File: src/printer_port_cfg.svh
`ifndef PRINTER_PORT_CFG_SVH
`define PRINTER_PORT_CFG_SVH
// Register addresses on the two host address lines
`define ADDR_DATA 2'h0
`define ADDR_STATUS 2'h1
`define ADDR_PINS 2'h2
`define ADDR_ALT 2'h3
// Alternate function field positions
`define AF_FIFO_EN 7
`define AF_POL 6
`define AF_TYPE_HI 5
`define AF_TYPE_LO 4
`define AF_SRC 3
// Pin drive field positions
`define PD_STROBE 0
`define PD_LINEFEED 1
`define PD_INIT 2
`define PD_SELECT 3
`define PD_IRQ_EN 4
`define PD_DIR 5
// Reset values
`define PIN_DRIVE_RST 8'h00
`define ALT_RST 8'h00
`define LATCH_RST 8'h00
// Transmit FIFO depth in bytes
`define FIFO_DEPTH 83
// Strobe delay and width in clocks, per timing code
`define TSD_0 5'h06
`define TSD_1 5'h0a
`define TSD_2 5'h0a
`define TSD_3 5'h12
`define TSD_4 5'h03
`define TSD_5 5'h05
`define TSD_6 5'h05
`define TSD_7 5'h09
`define TSW_0 5'h04
`define TSW_1 5'h08
`define TSW_2 5'h08
`define TSW_3 5'h10
`define TSW_4 5'h02
`define TSW_5 5'h04
`define TSW_6 5'h04
`define TSW_7 5'h08
`endif

File: src/printer_port_pkg.sv
package printer_port_pkg;
   // Host bus strobes and address
   typedef struct packed {
      logic cs_b;
      logic ior_b;
      logic iow_b;
      logic [1:0] addr;
   } cpu_bus_t;
   // Printer status lines, raw pin levels
   typedef struct packed {
      logic fault_b;
      logic printer_online;
      logic paper_out;
      logic accept_b;
      logic not_ready;
   } prn_status_t;
   // Automatic strobe sequencer
   typedef enum logic [1:0] {
      S_IDLE = 2'b00,
      S_DELAY = 2'b01,
      S_PULSE = 2'b10,
      S_WAIT = 2'b11
   } strobe_state_t;
endpackage
File: src/printer_port_fifo_ctrl.sv
`timescale 1ns/1ns
`include "printer_port_cfg.svh"

// Synchronous byte FIFO with valid/ready on both sides
module byte_fifo #(
   parameter int WIDTH = 8,
   parameter int DEPTH = 16
) (
   // Clock and reset
   input wire logic mclk,
   input wire logic rst_b,
   input wire logic clear,
   // Fill side
   input wire logic in_valid,
   output logic in_ready,
   input wire logic [WIDTH-1:0] in_data,
   // Drain side
   output logic out_valid,
   input wire logic out_ready,
   output logic [WIDTH-1:0] out_data,
   // Fill level
   output logic [$clog2(DEPTH+1)-1:0] count
);
   localparam int AW = $clog2(DEPTH);
   localparam int CW = $clog2(DEPTH+1);
   logic [WIDTH-1:0] mem [DEPTH];
   logic [AW-1:0] wr_ff, nxt_wr, rd_ff, nxt_rd;
   logic [CW-1:0] cnt_ff, nxt_cnt;
   logic push, pop;

   assign in_ready = cnt_ff != CW'(DEPTH);
   assign out_valid = cnt_ff != '0;
   assign out_data = mem[rd_ff];
   assign count = cnt_ff;
   assign push = in_valid && in_ready;
   assign pop = out_valid && out_ready;

   // Pointer wrap is explicit because depth need not be a power of two
   always_comb begin
      nxt_wr = wr_ff;
      nxt_rd = rd_ff;
      nxt_cnt = cnt_ff;
      if (clear) begin
         nxt_wr = '0;
         nxt_rd = '0;
         nxt_cnt = '0;
      end else begin
         if (push) begin
            nxt_wr = (wr_ff == AW'(DEPTH-1)) ? '0 : wr_ff + 1'b1;
         end
         if (pop) begin
            nxt_rd = (rd_ff == AW'(DEPTH-1)) ? '0 : rd_ff + 1'b1;
         end
         nxt_cnt = cnt_ff + CW'(push) - CW'(pop);
      end
   end

   always_ff @(posedge mclk or negedge rst_b) begin
      if (!rst_b) begin
         wr_ff <= '0;
         rd_ff <= '0;
         cnt_ff <= '0;
      end else begin
         wr_ff <= nxt_wr;
         rd_ff <= nxt_rd;
         cnt_ff <= nxt_cnt;
      end
   end

   // Storage has no reset; out_data shows the entry at the read pointer even when the FIFO is empty
   always_ff @(posedge mclk) begin
      if (push && !clear) begin
         mem[wr_ff] <= in_data;
      end
   end
endmodule

// Behaviour
// - 83-byte FIFO, enabled by alternate bit 7
// - FIFO mode after first strobe and printer answer
// - FIFO mode held until reset, init low or FIFO disable
// - Reset or init change clears FIFO and count
// - Init low: strobe high, data reads pop
// - Plain mode: strobe from drive bit 0
// - FIFO mode: strobe generated, bit 0 ignored
// - Timing code sets strobe delay and width
// - Alternate bit 3 picks accept or not-ready
// - Count up on write, down on pop
// - Write to full FIFO is dropped
// - Latched interrupt cleared by status read
// - Unlatched interrupt: bit 0 lowers, write raises
// - Status bits 6 and 2 show interrupt states
// - Status bit 2 pends on handshake fall
// - Alternate bit 6 inverts interrupt output
// - Alternate bits 5:4 choose interrupt source
// - Status bits 3-5 show fault, online, paper
// - Status bit 7 shows not-full or ready
// - Readback shows real control pin levels and the irq enable bit
// - Drive bits set strobe, feed, reset, select, irq
// - Direction bit picks data pin direction
// - Level register shows count and disable flag
module printer_port_fifo_ctrl (
   // Clock and reset
   input wire logic mclk,
   input wire logic rst_b,
   // Host register port
   input wire printer_port_pkg::cpu_bus_t bus,
   input wire logic [7:0] cpu_din,
   output logic [7:0] cpu_dout,
   output logic cpu_dout_oe,
   // Printer data lines
   input wire logic [7:0] printer_data_pins_in,
   output logic [7:0] printer_data_pins_out,
   output logic printer_data_pins_oe,
   // Open-drain handshake outputs
   input wire logic strobe_in,
   output logic strobe_out,
   output logic strobe_oe,
   input wire logic auto_linefeed_in,
   output logic auto_linefeed_out,
   output logic auto_linefeed_oe,
   input wire logic printer_reset_in,
   output logic printer_reset_out,
   output logic printer_reset_oe,
   input wire logic printer_select_in,
   output logic printer_select_out,
   output logic printer_select_oe,
   // Printer status inputs
   input wire printer_port_pkg::prn_status_t prn,
   input wire logic irq_latch_select_pin,
   // Interrupt pin
   output logic irq_out,
   output logic irq_oe
);
   // Host access decode
   logic wr_act_ff, rd_act_ff, wr_ev, rd_ev, rd_now;
   logic wr_data, wr_drive, wr_alt, rd_data, rd_status;
   // Software registers
   logic [7:0] latch_ff, nxt_latch, drive_ff, nxt_drive, alt_ff, nxt_alt;
   // Mode and handshake tracking
   logic fmode_ff, nxt_fmode, strobed_ff, nxt_strobed;
   logic hs_prev_ff, init_prev_ff, hs_cur, hs_fall, init_chg, fmode_enter, fifo_en;
   // Interrupt state
   logic nl_irq_ff, nxt_nl_irq, lat_ff, nxt_lat, src_level;
   // Strobe sequencer
   printer_port_pkg::strobe_state_t st_ff, nxt_st;
   logic [4:0] cnt_ff, nxt_cnt, pulse_lead_delay, pulse_width_clocks;
   // FIFO side
   logic fifo_push, fifo_in_ready, fifo_valid, fifo_pop, fifo_full;
   logic [7:0] fifo_head;
   logic [6:0] fifo_count;
   // Output flops
   logic [7:0] dout_ff, nxt_dout, pd_ff, nxt_pd;
   logic dout_oe_ff, pd_oe_ff, stb_ff, nxt_stb, irq_ff, nxt_irq;
   // Inverted pin copies, kept in flops so no output passes an inverter
   logic [3:0] inv_ff, nxt_inv;

   // Access starts on the first cycle a strobe is seen with chip select
   assign wr_ev = !bus.cs_b && !bus.iow_b && !wr_act_ff;
   assign rd_now = !bus.cs_b && !bus.ior_b;
   assign rd_ev = rd_now && !rd_act_ff;
   assign wr_data = wr_ev && bus.addr == `ADDR_DATA;
   assign wr_drive = wr_ev && bus.addr == `ADDR_PINS;
   assign wr_alt = wr_ev && bus.addr == `ADDR_ALT;
   assign rd_data = rd_ev && bus.addr == `ADDR_DATA;
   assign rd_status = rd_ev && bus.addr == `ADDR_STATUS;

   assign fifo_en = alt_ff[`AF_FIFO_EN];
   // Handshake source select, shared by FIFO pacing and interrupt
   assign hs_cur = alt_ff[`AF_SRC] ? prn.not_ready : prn.accept_b;
   assign hs_fall = hs_prev_ff && !hs_cur;
   assign init_chg = init_prev_ff != printer_reset_in;
   assign fmode_enter = fifo_en && !fmode_ff && strobed_ff && printer_reset_in && hs_fall;
   assign fifo_full = !fifo_in_ready;

   // Strobe timing lookup
   always_comb begin
      case (alt_ff[2:0])
         3'h0: begin pulse_lead_delay = `TSD_0; pulse_width_clocks = `TSW_0; end
         3'h1: begin pulse_lead_delay = `TSD_1; pulse_width_clocks = `TSW_1; end
         3'h2: begin pulse_lead_delay = `TSD_2; pulse_width_clocks = `TSW_2; end
         3'h3: begin pulse_lead_delay = `TSD_3; pulse_width_clocks = `TSW_3; end
         3'h4: begin pulse_lead_delay = `TSD_4; pulse_width_clocks = `TSW_4; end
         3'h5: begin pulse_lead_delay = `TSD_5; pulse_width_clocks = `TSW_5; end
         3'h6: begin pulse_lead_delay = `TSD_6; pulse_width_clocks = `TSW_6; end
         default: begin pulse_lead_delay = `TSD_7; pulse_width_clocks = `TSW_7; end
      endcase
   end

   // Writes reach the FIFO only when enabled; full drops the byte
   assign fifo_push = wr_data && fifo_en;
   // Pops: printer handshake in FIFO mode, first byte on entry, or host read while init is low
   assign fifo_pop = (fmode_ff && st_ff == printer_port_pkg::S_WAIT && hs_fall)
      || fmode_enter
      || (rd_data && fifo_en && !printer_reset_in);

   byte_fifo #(.WIDTH(8), .DEPTH(`FIFO_DEPTH)) u_fifo (
      .mclk(mclk),
      .rst_b(rst_b),
      .clear(init_chg),
      .in_valid(fifo_push),
      .in_ready(fifo_in_ready),
      .in_data(cpu_din),
      .out_valid(fifo_valid),
      .out_ready(fifo_pop),
      .out_data(fifo_head),
      .count(fifo_count)
   );

   // Register writes and mode tracking
   always_comb begin
      nxt_latch = wr_data ? cpu_din : latch_ff;
      nxt_drive = wr_drive ? cpu_din : drive_ff;
      nxt_alt = wr_alt ? cpu_din : alt_ff;
      nxt_fmode = fmode_ff || fmode_enter;
      // Leaves FIFO mode only on init low or FIFO disable
      if (!printer_reset_in || !fifo_en) begin
         nxt_fmode = 1'b0;
      end
      nxt_strobed = strobed_ff;
      if (!printer_reset_in || fmode_enter || !fifo_en) begin
         nxt_strobed = 1'b0;
      end else if (!strobe_in) begin
         nxt_strobed = 1'b1;
      end
   end

   // Automatic strobe sequencer; the delay and pulse states each last their count of clocks
   always_comb begin
      nxt_st = st_ff;
      nxt_cnt = cnt_ff;
      case (st_ff)
         printer_port_pkg::S_IDLE: begin
            if (fmode_ff && printer_reset_in && fifo_valid) begin
               nxt_st = printer_port_pkg::S_DELAY;
               nxt_cnt = pulse_lead_delay - 5'h01;
            end
         end
         printer_port_pkg::S_DELAY: begin
            if (cnt_ff == 5'h00) begin
               nxt_st = printer_port_pkg::S_PULSE;
               nxt_cnt = pulse_width_clocks - 5'h01;
            end else begin
               nxt_cnt = cnt_ff - 5'h01;
            end
         end
         printer_port_pkg::S_PULSE: begin
            if (cnt_ff == 5'h00) begin
               nxt_st = printer_port_pkg::S_WAIT;
            end else begin
               nxt_cnt = cnt_ff - 5'h01;
            end
         end
         printer_port_pkg::S_WAIT: begin
            if (hs_fall) begin
               nxt_st = printer_port_pkg::S_IDLE;
            end
         end
         default: nxt_st = printer_port_pkg::S_IDLE;
      endcase
      // Abandon the byte if the mode ends mid-sequence
      if (!fmode_ff || !printer_reset_in) begin
         nxt_st = printer_port_pkg::S_IDLE;
      end
   end

   // Interrupt state; pending wins over a status read in the same cycle
   always_comb begin
      nxt_nl_irq = nl_irq_ff;
      if (wr_drive && cpu_din[`PD_STROBE]) begin
         nxt_nl_irq = 1'b0;
      end else if (wr_data) begin
         nxt_nl_irq = 1'b1;
      end
      nxt_lat = lat_ff;
      if (hs_fall || (wr_drive && cpu_din[`PD_STROBE])) begin
         nxt_lat = 1'b0;
      end else if (rd_status) begin
         nxt_lat = 1'b1;
      end
      // Active-low level of the chosen source
      case (alt_ff[`AF_TYPE_HI:`AF_TYPE_LO])
         2'h0: src_level = irq_latch_select_pin ? (nl_irq_ff && prn.accept_b) : lat_ff;
         2'h2: src_level = !fifo_full;
         default: src_level = fifo_valid;
      endcase
      nxt_irq = src_level ^ alt_ff[`AF_POL];
   end

   // Pin drive values
   always_comb begin
      if (!printer_reset_in) begin
         nxt_stb = 1'b1;
      end else if (fmode_ff) begin
         nxt_stb = nxt_st != printer_port_pkg::S_PULSE;
      end else begin
         nxt_stb = !drive_ff[`PD_STROBE];
      end
      nxt_pd = (fifo_en && fifo_valid) ? fifo_head : nxt_latch;
      nxt_inv = {!nxt_stb, !nxt_drive[`PD_LINEFEED], !nxt_drive[`PD_INIT], !nxt_drive[`PD_SELECT]};
   end

   // Read data captured at the start of each read
   always_comb begin
      nxt_dout = dout_ff;
      if (rd_ev) begin
         case (bus.addr)
            `ADDR_DATA: begin
               if (drive_ff[`PD_DIR]) begin
                  nxt_dout = printer_data_pins_in;
               end else if (fifo_en && !printer_reset_in) begin
                  nxt_dout = fifo_head;
               end else begin
                  nxt_dout = latch_ff;
               end
            end
            `ADDR_STATUS: nxt_dout = {
               fifo_en ? !fifo_full : !prn.not_ready,
               alt_ff[`AF_TYPE_HI:`AF_TYPE_LO] == 2'h0 ? (nl_irq_ff && prn.accept_b) : src_level,
               prn.paper_out, prn.printer_online, prn.fault_b,
               lat_ff,
               (alt_ff[`AF_TYPE_HI:`AF_TYPE_LO] == 2'h3) ? 2'h0 : 2'h3};
            `ADDR_PINS: nxt_dout = {3'h7, drive_ff[`PD_IRQ_EN], !printer_select_in, printer_reset_in,
               !auto_linefeed_in, !strobe_in};
            default: nxt_dout = {!fifo_en, fifo_count};
         endcase
      end
   end

   // All state registers
   always_ff @(posedge mclk or negedge rst_b) begin
      if (!rst_b) begin
         wr_act_ff <= 1'b0;
         rd_act_ff <= 1'b0;
         latch_ff <= `LATCH_RST;
         drive_ff <= `PIN_DRIVE_RST;
         alt_ff <= `ALT_RST;
         fmode_ff <= 1'b0;
         strobed_ff <= 1'b0;
         hs_prev_ff <= 1'b1;
         init_prev_ff <= 1'b0;
         nl_irq_ff <= 1'b1;
         lat_ff <= 1'b1;
         st_ff <= printer_port_pkg::S_IDLE;
         cnt_ff <= 5'h00;
         dout_ff <= 8'h00;
         dout_oe_ff <= 1'b0;
         pd_ff <= `LATCH_RST;
         pd_oe_ff <= 1'b1;
         stb_ff <= 1'b1;
         irq_ff <= 1'b1;
         inv_ff <= 4'h7;
      end else begin
         wr_act_ff <= !bus.cs_b && !bus.iow_b;
         rd_act_ff <= rd_now;
         latch_ff <= nxt_latch;
         drive_ff <= nxt_drive;
         alt_ff <= nxt_alt;
         fmode_ff <= nxt_fmode;
         strobed_ff <= nxt_strobed;
         hs_prev_ff <= hs_cur;
         init_prev_ff <= printer_reset_in;
         nl_irq_ff <= nxt_nl_irq;
         lat_ff <= nxt_lat;
         st_ff <= nxt_st;
         cnt_ff <= nxt_cnt;
         dout_ff <= nxt_dout;
         dout_oe_ff <= rd_now;
         pd_ff <= nxt_pd;
         pd_oe_ff <= !nxt_drive[`PD_DIR];
         stb_ff <= nxt_stb;
         irq_ff <= nxt_irq;
         inv_ff <= nxt_inv;
      end
   end

   // Output pins; the four open-drain lines enable only while pulling the line low
   assign cpu_dout = dout_ff;
   assign cpu_dout_oe = dout_oe_ff;
   assign printer_data_pins_out = pd_ff;
   assign printer_data_pins_oe = pd_oe_ff;
   assign strobe_out = stb_ff;
   assign strobe_oe = inv_ff[3];
   assign auto_linefeed_out = inv_ff[2];
   assign auto_linefeed_oe = drive_ff[`PD_LINEFEED];
   assign printer_reset_out = drive_ff[`PD_INIT];
   assign printer_reset_oe = inv_ff[1];
   assign printer_select_out = inv_ff[0];
   assign printer_select_oe = drive_ff[`PD_SELECT];
   assign irq_out = irq_ff;
   assign irq_oe = drive_ff[`PD_IRQ_EN];
endmodule

File: config.mk
export PLATFORM = sky130hd
export DESIGN_NAME = printer_port_fifo_ctrl
export DESIGN_NICKNAME = d
export VERILOG_FILES = /design/src/printer_port_pkg.sv /design/src/printer_port_fifo_ctrl.sv
export VERILOG_INCLUDE_DIRS = /design/src
export SDC_FILE = /design/constraint.sdc
export NUM_CORES = 1
export LEC_CHECK = 0
export ABC_CLOCK_PERIOD_IN_PS = 2850
export BUFFER_PORTS_ARGS = -buffer_cell sky130_fd_sc_hd__buf_2
export CAP_MARGIN = 20
export CORE_UTILIZATION = 40
export DETAILED_ROUTE_END_ITERATION = 7
export PLACE_DENSITY_LB_ADDON = 0.3
export SETUP_SLACK_MARGIN = 0.05
export SYNTH_ARGS = -nofsm -noshare
export SYNTH_HDL_FRONTEND = slang
export SYNTH_SLANG_ARGS = --single-unit
export TNS_END_PERCENT = 50
File: constraint.sdc
create_clock -name mclk -period 2.85 [get_ports mclk]
set_clock_uncertainty 0.2 [all_clocks]
set_input_delay 0.285 -clock mclk [delete_from_list [all_inputs] [get_ports mclk]]
set_output_delay 0.285 -clock mclk [all_outputs]
set_load 0.02 [all_outputs]
Word-level counts from Yosys, hierarchy flattened --
Memories as Yosys holds them, arrays and structs flattened. Index checks and enable logic that the tools add are counted. W data, S select, Z words.
Cells by class: div/mod/pow operators 0, bitwise logic cells 1, $mul 0, order comparisons 0, muxes and demuxes 42, shift operators 0, equality and inequality tests 22, add/sub/neg operators 7, reductions and logical operators 71
Operators with widths (count):
- $mux W7 | 7
- $mux W8 | 4
- $pmux W5 S3 | 2
- $logic_and A1 B1 Y1 | 28
- $pmux W5 S5 | 1
- $pmux W8 S3 | 1
- $logic_not A1 Y1 | 20
- $mux W1 | 15
- $mux W5 | 3
- $sub A5 B1 Y5 const B | 3
- $add A7 B1 Y7 const B | 2
- $eq A7 B7 Y1 const B | 2
- $eq A2 B2 Y1 const B | 6
- $mux W2 | 6
- $eq A3 B3 Y1 const B | 3
- $logic_or A1 B1 Y1 | 8
- $pmux W2 S4 | 1
- $reduce_bool A2 Y1 | 4
- $add A7 B1 Y7 | 1
- $ne A7 B7 Y1 const B | 1
- $reduce_bool A7 Y1 | 1
- $sub A7 B1 Y7 | 1
- $eq A3 B2 Y1 const B | 2
- $logic_not A2 Y1 | 3
- 14 further kinds | 18
Storage, ports and cells: ROM bits 0, memories 1, bits of input ports 33, flip-flop bits (word level) 81, output and inout port bits 28, memory bits (writable) 664, bits in latches 0
Memories:
- u_fifo.mem | words 83, bits a word 8, rd ports 1, clocked after memory_dff 0, wr ports 1, RTL line printer_port_fifo_ctrl.sv:26 | logic [WIDTH-1:0] mem [DEPTH];

Depth between registers and ports, before layout --
Gate-level depths: netlist (run 1).
word-level depth 10, mapped depth 17, mapped depth without buffers 17

Cells and area by module --
A second synthesis (run 1) with hierarchy kept.
Second synthesis, totals: cell total of the unflattened synthesis 1671, area, all modules 30242.8 um^2
Modules (own cells, without submodules):
- byte_fifo | area each 27108.5 um^2, cells each 1372, instances 1
- printer_port_fifo_ctrl | area each 3134.3 um^2, cells each 299, instances 1

Least setup slack after synthesis (run 1) --
Ideal clock, no wire load.
kind register -> register, start point register cpu_dout_oe (netlist name), end point register u_fifo.cnt_ff[6], in the netlist u_fifo.count[6], path slack -0.411 ns, cell stages (with the launch flop) 17, path buffers 0, data required time 2.514 ns, clock period less this slack 3.261 ns, arrival 2.924 ns, cells stage by stage dfrtp_1 > nor3_1 > nand2_1 > nor2_1 > o21a_1 > ha_1 > inv_1 > ha_1 > inv_1 > fa_1 > inv_1 > a21oi_1 > nor2_1 > o21ai_0 > a21oi_1 > or3_1 > a21oi_1
RTL lines:
- end signal, assigned | RTL line printer_port_fifo_ctrl.sv:66 | cnt_ff <= nxt_cnt;
- end, declared | RTL line printer_port_fifo_ctrl.sv:28 | logic [CW-1:0] cnt_ff, nxt_cnt;

Worst setup path after layout (run 1) --
start point register u_fifo.rd_ff[0], end point register pd_ff[3], in the netlist printer_data_pins_out[3]
Between the ends: longest elaborated chain between the ends 2
RTL lines:
- start, declared | RTL line printer_port_fifo_ctrl.sv:27 | logic [AW-1:0] wr_ff, nxt_wr, rd_ff, nxt_rd;
- start signal, assigned | RTL line printer_port_fifo_ctrl.sv:65 | rd_ff <= nxt_rd;
- $mem_v2 Z83 W8
- $mux W8 | RTL line printer_port_fifo_ctrl.sv:299 | nxt_pd = (fifo_en && fifo_valid) ? fifo_head : nxt_latch;
- via nxt_pd[3] | RTL line printer_port_fifo_ctrl.sv:153 | logic [7:0] dout_ff, nxt_dout, pd_ff, nxt_pd;
- end signal, assigned | RTL line printer_port_fifo_ctrl.sv:348 | pd_ff <= `LATCH_RST;
- end signal, assigned | RTL line printer_port_fifo_ctrl.sv:369 | pd_ff <= nxt_pd;
- end, declared | RTL line printer_port_fifo_ctrl.sv:153
The timed path passes the listed nets, and every way through them passes these cells. A chain may end at the register's enable or synchronous reset.

==> results of run 1 <==
==> registers in the layout, summed over array words and instances, names as in the netlist, 2 cells and up <==
signal,flops
u_fifo.mem,664
alt_ff,8
cpu_dout,8
latch_ff,8
printer_data_pins_out,8
u_fifo.count,7
u_fifo.rd_ff,7
u_fifo.wr_ff,7
drive_ff,6
cnt_ff,5
inv_ff,4
st_ff,2
==> area by class of cell <==
type	count	area (um^2)	share of cell area
sequential	745	22000	0.590
multi-input combinational	855	8230	0.221
timing repair buffer	393	3340	0.0895
clock buffer	95	2050	0.0549
tap	969	1210	0.0325
clock inverter	42	338	0.00906
inverter	36	135	0.00362
==> metrics by stage <==
step | hold WS (ns) | setup slack [ns] | TNS (ns) | util
5_1_grt | 0.0845 | -0.289 | -2.75 | 0.498
2_1_floorplan | -0.211 | -0.0510 | -0.0510 | -
3_3_place_gp | 0.157 | -0.442 | -5.86 | 0.452
6_report | 0.0709 | -0.248 | -1.95 | 0.498
4_1_cts | 0.0366 | -0.235 | -1.80 | 0.491
3_5_place_dp | 0.164 | -0.473 | -11.00 | 0.452
==> repair_timing <==
action	in CTS	in global routing
hold endpoints to repair	89	0
setup buffers	10	19
pin swaps	10	35
gates resized for setup	59	86
endpoints found under the setup margin	19	380
cloned	2	2
hold buffers	19	0
==> worst max-delay path, cell delays in order, from the launching register on <==
cell      delay [ns]
dfrtp_4         0.50
buf_12          0.16
buf_16          0.15
mux4_2          0.51
mux4_2          0.56
nand2b_1        0.18
o211ai_1        0.15
buf_4           0.19
a22oi_1         0.10
mux2_2          0.26
==> power by group <==
part / internal (mW) / switching (mW)
clock: 5.55 / 4.06
combinational: 0.825 / 1.11
sequential: 12.1 / 0.221
==> cell usage in the layout, fill, tap and decap left out, types with 15 or more instances in the layout <==
cell           Yosys  layout
a21oi_2            0      17
inv_1             35      29
clkinv_1           0      17
dlygate4sd3_1      0      19
clkbuf_16          0      81
clkbuf_1          48      15
mux2i_1           91      87
a21oi_1           57      39
buf_4             16     263
nand3_1           19      17
ha_1              23      19
dfrtp_1           72      67
buf_6              7      22
o21ai_0           72      55
mux4_2           141     141
buf_2             14      59
nor2_1           149     144
mux2_2            30      26
buf_12             0      21
edfxtp_1         664     664
nand2_1           77      75
==> logic make-up (layout without fill, tap and decap cells) <==
family,Yosys count,after routing,share of synthesized area
flip-flops,745,745,0.724
AND/OR/NAND/NOR,316,316,0.0461
multiplexers,262,262,0.146
AO/OA/AOI/OAI,242,242,0.0514
buffers and inverters,123,566,0.0195
adder cells (fa/ha/maj),24,24,0.0101
XOR/XNOR,11,11,0.00317
==> per-layer routing <==
metal	wire length, um	up-vias	GRT usage
met2	39500	679	0.344
met4	1670	0	0.0652
met3	5040	97	0.0268
li1	-	7655	-
met5	0	-	0
met1	33400	9236	0.284
==> worst paths after layout <==
check                                        start                        to  slack, ns  cells after the start
min in group asynchronous                    rst_b               cpu_dout_oe       0.08                      2
hold reg to reg                        drive_ff[2]                 inv_ff[1]       0.23                      1
max in group asynchronous                    rst_b                 inv_ff[2]       1.58                      3
hold / removal             printer_data_pins_in[3]               cpu_dout[3]       0.07                      6
setup reg to reg                   u_fifo.rd_ff[0]  printer_data_pins_out[3]      -0.25                      9
setup / recovery                   u_fifo.rd_ff[0]  printer_data_pins_out[3]      -0.25                      9
==> reports/results.ini, run 1 <==
[logic_synthesis]
ys_seq_elements=745
yosys_warnings=0
async_flop_share=0.109
yosys-top-cells-area=edfxtp_1 (66%), mux4_2 (10%), dfrtp_1 (5.9%)
yosysTopAreaCell=edfxtp_1
synth_common_cells=edfxtp_1 (664), nor2_1 (149), mux4_2 (141)
syn_nets=1780
syn_area_per_cell_um2=17.6
synth.most_common_cell=edfxtp_1
syn_inst=1723
synth_top_area_frac=0.657
synth-seq-area-share=0.724
ys.flop_type=edfxtp_1
syn_area_um2=30400
synth_enable_flop_cells=664
synth_cell_type_count=65

[sta]
tightest_slew_ns=0.938
period_minus_slack_ns=3.10
rsz0062_at_grt=true
setup_violations=13
slew_viol_final=0
finalCritPeriodShare=1.09
slew_headroom=0.375
hold_violations=0
worst_slack_ns=-0.248
fmax_ghz=0.323

[worst_setup_path]
worst-setup-path-type=reg -> reg
critPathLaunchType=flip-flop
crit_fanout=11
crit_required_ns=3.14
end_kind=flip-flop
cp.arrival_ns=3.39

[clocking]
h-tree-depth=3
cts_root_buf=clkbuf_16
cts_max_path_buffers=3
cts.clk_slew.worst_paths_ns=0.06
cts_tree=yes
numCtsBuffers=77
clkLatencyLatePin_ns=0.61
clkSinkCount=745

[hold_path]
min_path_type=in -> reg

[finish]
areaGrowthSynthToFinish_pct=22.8
antenna-diode-count=0
drive_above_1_share=0.343
final_cells=3135
fin_nets=2165
final_area_um2=37300
n_fill_cell=6124

[placement]
place.gp.congestion=0.865
place_inst=2948
postPlaceCellArea_um2=33800
buffer_ports.inserted=60
hpwl_mm=53.0

[floorplan]
rows=100
dieWidth_um=277
io_pins=61
die-area_um2=77000
die_h_um=277
start_util=0.406
core_um2=74800

[global_route]
grt_pass1_vias=18000
grt_max_degree=61
antenna_found_initial=2
grt_use_total=0.207
grt_overflow=0
grt_pass1_wl_mm=118

[run_status]
status=complete, but fails checks
violations=setup timing

[drt]
vias=17700
drc=0
post_drt_wl_per_cell_um=25.4
drt_first_pass_iters=5
ant_nets=0
drt-initial-drc-count=1702
viasPerCell=5.64
drt_wl_total_mm=79.6

[run]
cap_violations=0

[pwr]
ir_drop_mv=0.366
report.power.total_mw=23.9
p_leak_nw=12.5
power_density_nw_per_um2=641

Note: power is estimated with default switching activity, not from simulation.
==> run 2, diff against run 1 <==
--- a/config.mk
+++ b/config.mk
@@ -6,7 +6,7 @@
 export SDC_FILE = /design/constraint.sdc
 export NUM_CORES = 1
 export LEC_CHECK = 0
-export ABC_CLOCK_PERIOD_IN_PS = 2850
+export ABC_CLOCK_PERIOD_IN_PS = 2500
 export BUFFER_PORTS_ARGS = -buffer_cell sky130_fd_sc_hd__buf_2
 export CAP_MARGIN = 20
 export CORE_UTILIZATION = 40
==> constraint.sdc (replaced) <==
create_clock -name mclk -period 2.5 [get_ports mclk]
set_clock_uncertainty 0.2 [all_clocks]
set_input_delay 0.25 -clock mclk [delete_from_list [all_inputs] [get_ports mclk]]
set_output_delay 0.25 -clock mclk [all_outputs]
set_load 0.02 [all_outputs]
==> run 2 against run 1 <==
Effect of this change: the flow still finishes with violations (setup timing); global-route usage grew 0.22 points; critical path depth up 1; utilization up 2.7 points; count of clock-buffer cells in the layout decreased by 6.
==> reports/results.ini, run 2 (same netlist as run 1, synthesis figures left out) <==
[run_status]
status=complete, but fails checks  ; unchanged
violations=setup timing  ; unchanged

[placement]
buffer_ports.inserted=60  ; unchanged
hpwl_mm=53.6  ; was 53.0 mm
place.gp.congestion=0.897  ; was 0.865
postPlaceCellArea_um2=34400  ; was 33,800 um^2

[worst_setup_path]
worst-setup-path-type=reg -> reg  ; unchanged
cp.arrival_ns=3.49  ; was 3.39 ns
crit_fanout=7  ; was 11
end_kind=flip-flop  ; unchanged
crit_required_ns=2.81  ; was 3.14 ns
critPathLaunchType=flip-flop  ; unchanged

[pwr]
power_density_nw_per_um2=707  ; was 641 nW/um^2
p_leak_nw=13.1  ; was 12.5 nW
ir_drop_mv=0.421  ; was 0.366 mV

[floorplan]
rows=100  ; unchanged
io_pins=61  ; unchanged
start_util=0.406  ; unchanged
die_h_um=277  ; unchanged
dieWidth_um=277  ; unchanged
core_um2=74800  ; unchanged
die-area_um2=77000  ; unchanged

[global_route]
grt_pass1_vias=18300  ; was 18,000
antenna_found_initial=0  ; was 2
grt_use_total=0.209  ; was 0.207
grt_overflow=0  ; unchanged
grt_pass1_wl_mm=120  ; was 118 mm
grt_max_degree=60  ; was 61

[drt]
ant_nets=0  ; unchanged
drc=0  ; unchanged
drt_first_pass_iters=5  ; unchanged
vias=18000  ; was 17,700
drt_wl_total_mm=81.2  ; was 79.6 mm
drt-initial-drc-count=1894  ; was 1,702
post_drt_wl_per_cell_um=25.4  ; about the same
viasPerCell=5.63  ; was 5.64

[finish]
final_area_um2=39300  ; was 37,300 um^2
largest_reg_flops=664  ; unchanged
final_common_cell=edfxtp_1  ; unchanged
most-common-layout-cells=edfxtp_1 (664), buf_4 (210), mux4_2 (141)  ; was edfxtp_1 (664), buf_4 (263), nor2_1 (144)
antenna-diode-count=0  ; unchanged
fin_nets=2218  ; was 2,165
drive_above_1_share=0.405  ; was 0.343
areaGrowthSynthToFinish_pct=29.4  ; was 22.8%
regMostFlops=u_fifo.mem  ; unchanged

[sta]
period_minus_slack_ns=3.18  ; was 3.10 ns
worst_slack_ns=-0.682  ; was -0.248 ns
finalCritPeriodShare=1.27  ; was 1.09
setup_violations=21  ; was 13
slew_viol_final=0  ; unchanged
fmax_ghz=0.314  ; was 0.323 GHz
holdWs_ns=0.0104  ; was 0.0709 ns
hold_violations=0  ; unchanged
slew_headroom=0.374  ; was 0.375
tightest_slew_ns=0.937  ; was 0.938 ns
rsz0062_at_grt=true  ; unchanged

[clocking]
cts.clk_slew.worst_paths_ns=0.07  ; was 0.06 ns
cts_tree=yes  ; unchanged
h-tree-depth=3  ; unchanged
clkLatencyLatePin_ns=0.63  ; was 0.61 ns
clkSinkCount=745  ; unchanged
cts_max_path_buffers=3  ; unchanged
cts_root_buf=clkbuf_16  ; unchanged
numCtsBuffers=77  ; unchanged

[run]
cap_violations=0  ; unchanged

[hold_path]
min_path_type=in -> async  ; was in -> reg

==> run 2: through the flow <==
stage	TNS (ns)	total power [mW]	std cells	util	setup slack, ns
2_1_floorplan	-76.49	15.4	1723	-	-0.401
3_3_place_gp	-128.48	16.3	2965	0.460	-0.866
3_5_place_dp	-148.01	16.4	2965	0.460	-0.853
4_1_cts	-9.32	27.8	3164	0.511	-0.637
5_1_grt	-12.19	28.6	3193	0.525	-0.701
6_report	-9.52	27.8	3193	0.525	-0.682
==> run 2: area by class of cell <==
cell class	count	area [um^2]
Clock buffer	89	2020
Timing Repair Buffer	446	4510
Inverter	36	138
Fill cell	5861	35500
Tap cell	969	1210
Clock inverter	53	464
Sequential cell	745	22000
Multi-Input combinational cell	855	8950
==> run 2: path summary, 6_finish.rpt <==
| check | from | to | slack [ns] | cells past startpoint |
|---|---|---|---|---|
| min in group mclk | cpu_din[3] | u_fifo.mem[1][3] | 0.01 | 1 |
| max in group asynchronous | rst_b | u_fifo.rd_ff[1] | 1.42 | 3 |
| hold reg to reg | alt_ff[6] | irq_out | 0.24 | 1 |
| setup / recovery | u_fifo.rd_ff[0] | printer_data_pins_out[3] | -0.68 | 10 |
| hold / removal | rst_b | drive_ff[5] | 0.01 | 2 |
| setup reg to reg | u_fifo.rd_ff[0] | printer_data_pins_out[3] | -0.68 | 10 |
==> run 2: repair_timing <==
| item | 4_1_cts | 5_1_grt |
|---|---|---|
| hold buffers | 27 | 0 |
| gates resized for setup | 177 | 207 |
| endpoints found under the hold margin | 171 | 0 |
| endpoints found under the setup margin | 695 | 665 |
| setup buffers | 29 | 28 |
| pin swaps | 42 | 70 |
| gates cloned | 1 | 4 |
==> run 2: metal layers <==
layer / routed length (um) / track usage / part of all wire / vias to the layer above
li1: - / - / - / 7773
met3: 5370 / 0.0349 / 0.066 / 119
met4: 2010 / 0.0618 / 0.025 / 0
met1: 33800 / 0.286 / 0.42 / 9444
met5: 0 / 0 / 0 / -
met2: 40000 / 0.345 / 0.49 / 629
==> run 2: power breakdown <==
group / switching (mW) / internal, mW / leakage [nW]
Sequential: 0.253 / 13.8 / 6.95
Combinational: 1.33 / 1.02 / 4.95
Clock: 4.77 / 6.55 / 1.20
Total: 6.35 / 21.4 / 13.1
==> run 2: worst max-delay path: stages, from the launching register on <==
cell and delay (ns):
dfrtp_4 0.49, buf_6 0.14, buf_12 0.13, buf_12 0.13, buf_12 0.14, buf_12 0.13
mux4_2 0.47, a221o_1 0.39, o211ai_1 0.38, a22oi_2 0.16, mux2_2 0.29
==> run 3, diff against run 2 <==
--- a/config.mk
+++ b/config.mk
@@ -12,7 +12,6 @@
 export CORE_UTILIZATION = 40
 export DETAILED_ROUTE_END_ITERATION = 7
 export PLACE_DENSITY_LB_ADDON = 0.3
-export SETUP_SLACK_MARGIN = 0.05
 export SYNTH_ARGS = -nofsm -noshare
 export SYNTH_HDL_FRONTEND = slang
 export SYNTH_SLANG_ARGS = --single-unit
==> constraint.sdc (replaced) <==
create_clock -name mclk -period 2.5 [get_ports mclk]
set_clock_uncertainty 0.2 [all_clocks]
set_input_delay 0.375 -clock mclk [delete_from_list [all_inputs] [get_ports mclk]]
set_output_delay 0.375 -clock mclk [all_outputs]
set_load 0.02 [all_outputs]
==> run 3 against run 2 <==
Effect of this change: the flow still finishes with violations (setup timing); sequential power barely moved; cell count is 0.69% lower; count of clock-buffer cells in the layout is 16 higher; via count decreased by 1.0%; global-route usage increased by 0.31 points; non-clock buffer count is 23 lower; final area fell by 0.90%; sequential share of layout area increased by 0.51 points; largest cell class unchanged.
==> reports/results.ini, run 3 (same netlist as run 1, synthesis figures left out) <==
[clocking]
h-tree-depth=3  ; unchanged
cts_root_buf=clkbuf_16  ; unchanged
cts_tree=yes  ; unchanged
cts.clk_slew.worst_paths_ns=0.07  ; about the same
clkSinkCount=745  ; unchanged
cts_max_path_buffers=3  ; unchanged
numCtsBuffers=79  ; was 77
clkLatencyLatePin_ns=0.63  ; about the same

[global_route]
grt_use_total=0.212  ; was 0.209
grt_pass1_vias=18200  ; was 18,300
antenna_found_initial=0  ; unchanged
grt_max_degree=61  ; was 60
grt_overflow=0  ; unchanged
grt_pass1_wl_mm=121  ; was 120 mm

[finish]
regMostFlops=u_fifo.mem  ; unchanged
n_fill_cell=5944  ; was 5,861
drive_above_1_share=0.399  ; was 0.405
antenna-diode-count=0  ; unchanged
fin_nets=2197  ; was 2,218
seqCellArea_um2=22000  ; unchanged
areaGrowthSynthToFinish_pct=28.2  ; was 29.4%
most-common-layout-cells=edfxtp_1 (664), buf_4 (218), mux4_2 (141)  ; was edfxtp_1 (664), buf_4 (210), mux4_2 (141)
largest_reg_flops=664  ; unchanged
final_common_cell=edfxtp_1  ; unchanged
multi_input_area_um2=8820  ; was 8950 um^2

[floorplan]
die-area_um2=77000  ; unchanged
io_pins=61  ; unchanged
start_util=0.406  ; unchanged
rows=100  ; unchanged
dieWidth_um=277  ; unchanged
die_h_um=277  ; unchanged
core_um2=74800  ; unchanged

[drt]
post_drt_wl_per_cell_um=25.7  ; was 25.4 um
drt-initial-drc-count=1743  ; was 1,894
drt_first_pass_iters=6  ; was 5
vias=17800  ; was 18,000
drc=0  ; unchanged
drt_wl_total_mm=81.6  ; was 81.2 mm
ant_nets=0  ; unchanged
viasPerCell=5.61  ; was 5.63

[worst_setup_path]
slowest_delay_ns=0.56  ; was 0.49 ns
cpMaxStageDelayCell=mux4_2  ; was dfrtp_4
path_cells=buf_12 > buf_16 > mux4_2 > mux4_2 > nand2b_1 > o211ai_1 > buf_4 > a22oi_1 > mux2_4  ; was buf_6 > buf_12 > buf_12 > buf_12 > buf_12 > mux4_2 > a221o_1 > o211ai_1 > a22oi_2 > mux2_2
critPathLaunchType=flip-flop  ; unchanged
cp.arrival_ns=3.39  ; was 3.49 ns
worst-setup-path-type=reg -> reg  ; unchanged
cpMostUsedCell=mux4_2  ; was buf_12
crit_family=multiplexers  ; was compound AO/OA/AOI/OAI gates
crit_fanout=6  ; was 7
end_kind=flip-flop  ; unchanged
crit_required_ns=2.80  ; was 2.81 ns
critPathBufInv=3  ; was 5

[sta]
worst_slack_ns=-0.595  ; was -0.682 ns
setup_violations=22  ; was 21
slew_headroom=0.449  ; was 0.374
period_minus_slack_ns=3.09  ; was 3.18 ns
hold_violations=0  ; unchanged
tightest_slew_ns=0.824  ; was 0.937 ns
rsz0062_at_grt=true  ; unchanged
finalCritPeriodShare=1.24  ; was 1.27
slew_viol_final=0  ; unchanged
fmax_ghz=0.323  ; was 0.314 GHz
holdWs_ns=0.0351  ; was 0.0104 ns

[pwr]
power_density_nw_per_um2=724  ; was 707 nW/um^2
p_leak_nw=13.0  ; was 13.1 nW
report.power.total_mw=28.2  ; was 27.8 mW
ir_drop_mv=0.498  ; was 0.421 mV

[hold_path]
min_path_type=in -> reg  ; was in -> async

[run]
cap_violations=0  ; unchanged

[placement]
buffer_ports.inserted=60  ; unchanged
hpwl_mm=54.5  ; was 53.6 mm
dpl_worst_slack_ns=-1.19  ; was -0.853 ns
place.gp.congestion=0.903  ; was 0.897

[run_status]
violations=setup timing  ; unchanged
status=complete, but fails checks  ; unchanged

-- run 3: changes by cell type in the layout (fill, tap and decap cells not counted), moves of 6 or more --
cell and change:
dlygate4sd3_1 -17, nor2_2 +13, nor2_4 -28, nor2_1 +15, clkbuf_1 +12, clkinv_1 -9
buf_4 +8, buf_6 -6
-- run 3: path summary, 6_finish.rpt --
path / startpoint / end / slack, ns / cells after the start
max: u_fifo.rd_ff[0] / printer_data_pins_out[3] / -0.59 / 9
min: printer_data_pins_in[0] / cpu_dout[0] / 0.04 / 5
max reg2reg: u_fifo.rd_ff[0] / printer_data_pins_out[3] / -0.59 / 9
min reg2reg: drive_ff[1] / inv_ff[2] / 0.24 / 1
max in group asynchronous: rst_b / irq_out / 1.33 / 3
min in group asynchronous: rst_b / cpu_dout_oe / 0.08 / 2
-- run 3: final cells by class --
| type | count | area share |
|---|---|---|
| flip-flops and latches | 745 | 0.565 |
| well taps | 969 | 0.0311 |
| inverters | 36 | 0.00357 |
| clock buffers | 105 | 0.0557 |
| multi-input cells | 855 | 0.227 |
| clock inverters | 38 | 0.0111 |
| repair buffers | 423 | 0.107 |
-- run 3: stage by stage --
step / utilization / TNS [ns] / cell area [um^2] / instances
after CTS: 0.512 / -8.74 / 38300 / 3159
after global placement: 0.463 / -211.50 / 34600 / 2991
after global routing: 0.520 / -10.14 / 38900 / 3171
final: 0.520 / -8.39 / 38900 / 3171
after detailed placement: 0.463 / -205.34 / 34600 / 2991
after floorplan: - / -104.16 / 30600 / 1723
-- run 3: report_power, final --
part | total, mW | internal, mW | switching (mW)
sequential | 14.1 | 13.8 | 0.242
clock | 11.8 | 7.04 | 4.75
combinational | 2.29 | 0.977 | 1.31
total | 28.2 | 21.9 | 6.31
-- run 3: worst min-delay path, cell delays in order --
cell and delay [ns]:
buf_2 0.10, a21oi_1 0.06, nor2_1 0.08, a21oi_1 0.05, o211ai_1 0.15
-- run 3: routing by layer --
metal	wire length (um)	vias up	part of all wire	track usage
li1	-	7734	-	-
met1	35100	9269	0.43	0.296
met2	39500	630	0.48	0.344
met3	4910	147	0.060	0.0328
met4	2070	0	0.025	0.0642
met5	0	-	0	0
-- run 3: repair_timing --
action / 4_1_cts / 5_1_grt
cloned: 2 / 2
hold endpoints to repair: 90 / 0
endpoints found under the setup margin: 653 / 693
pin swaps: 25 / 43
setup buffers: 15 / 15
resized for setup: 201 / 131
hold buffers: 10 / 0
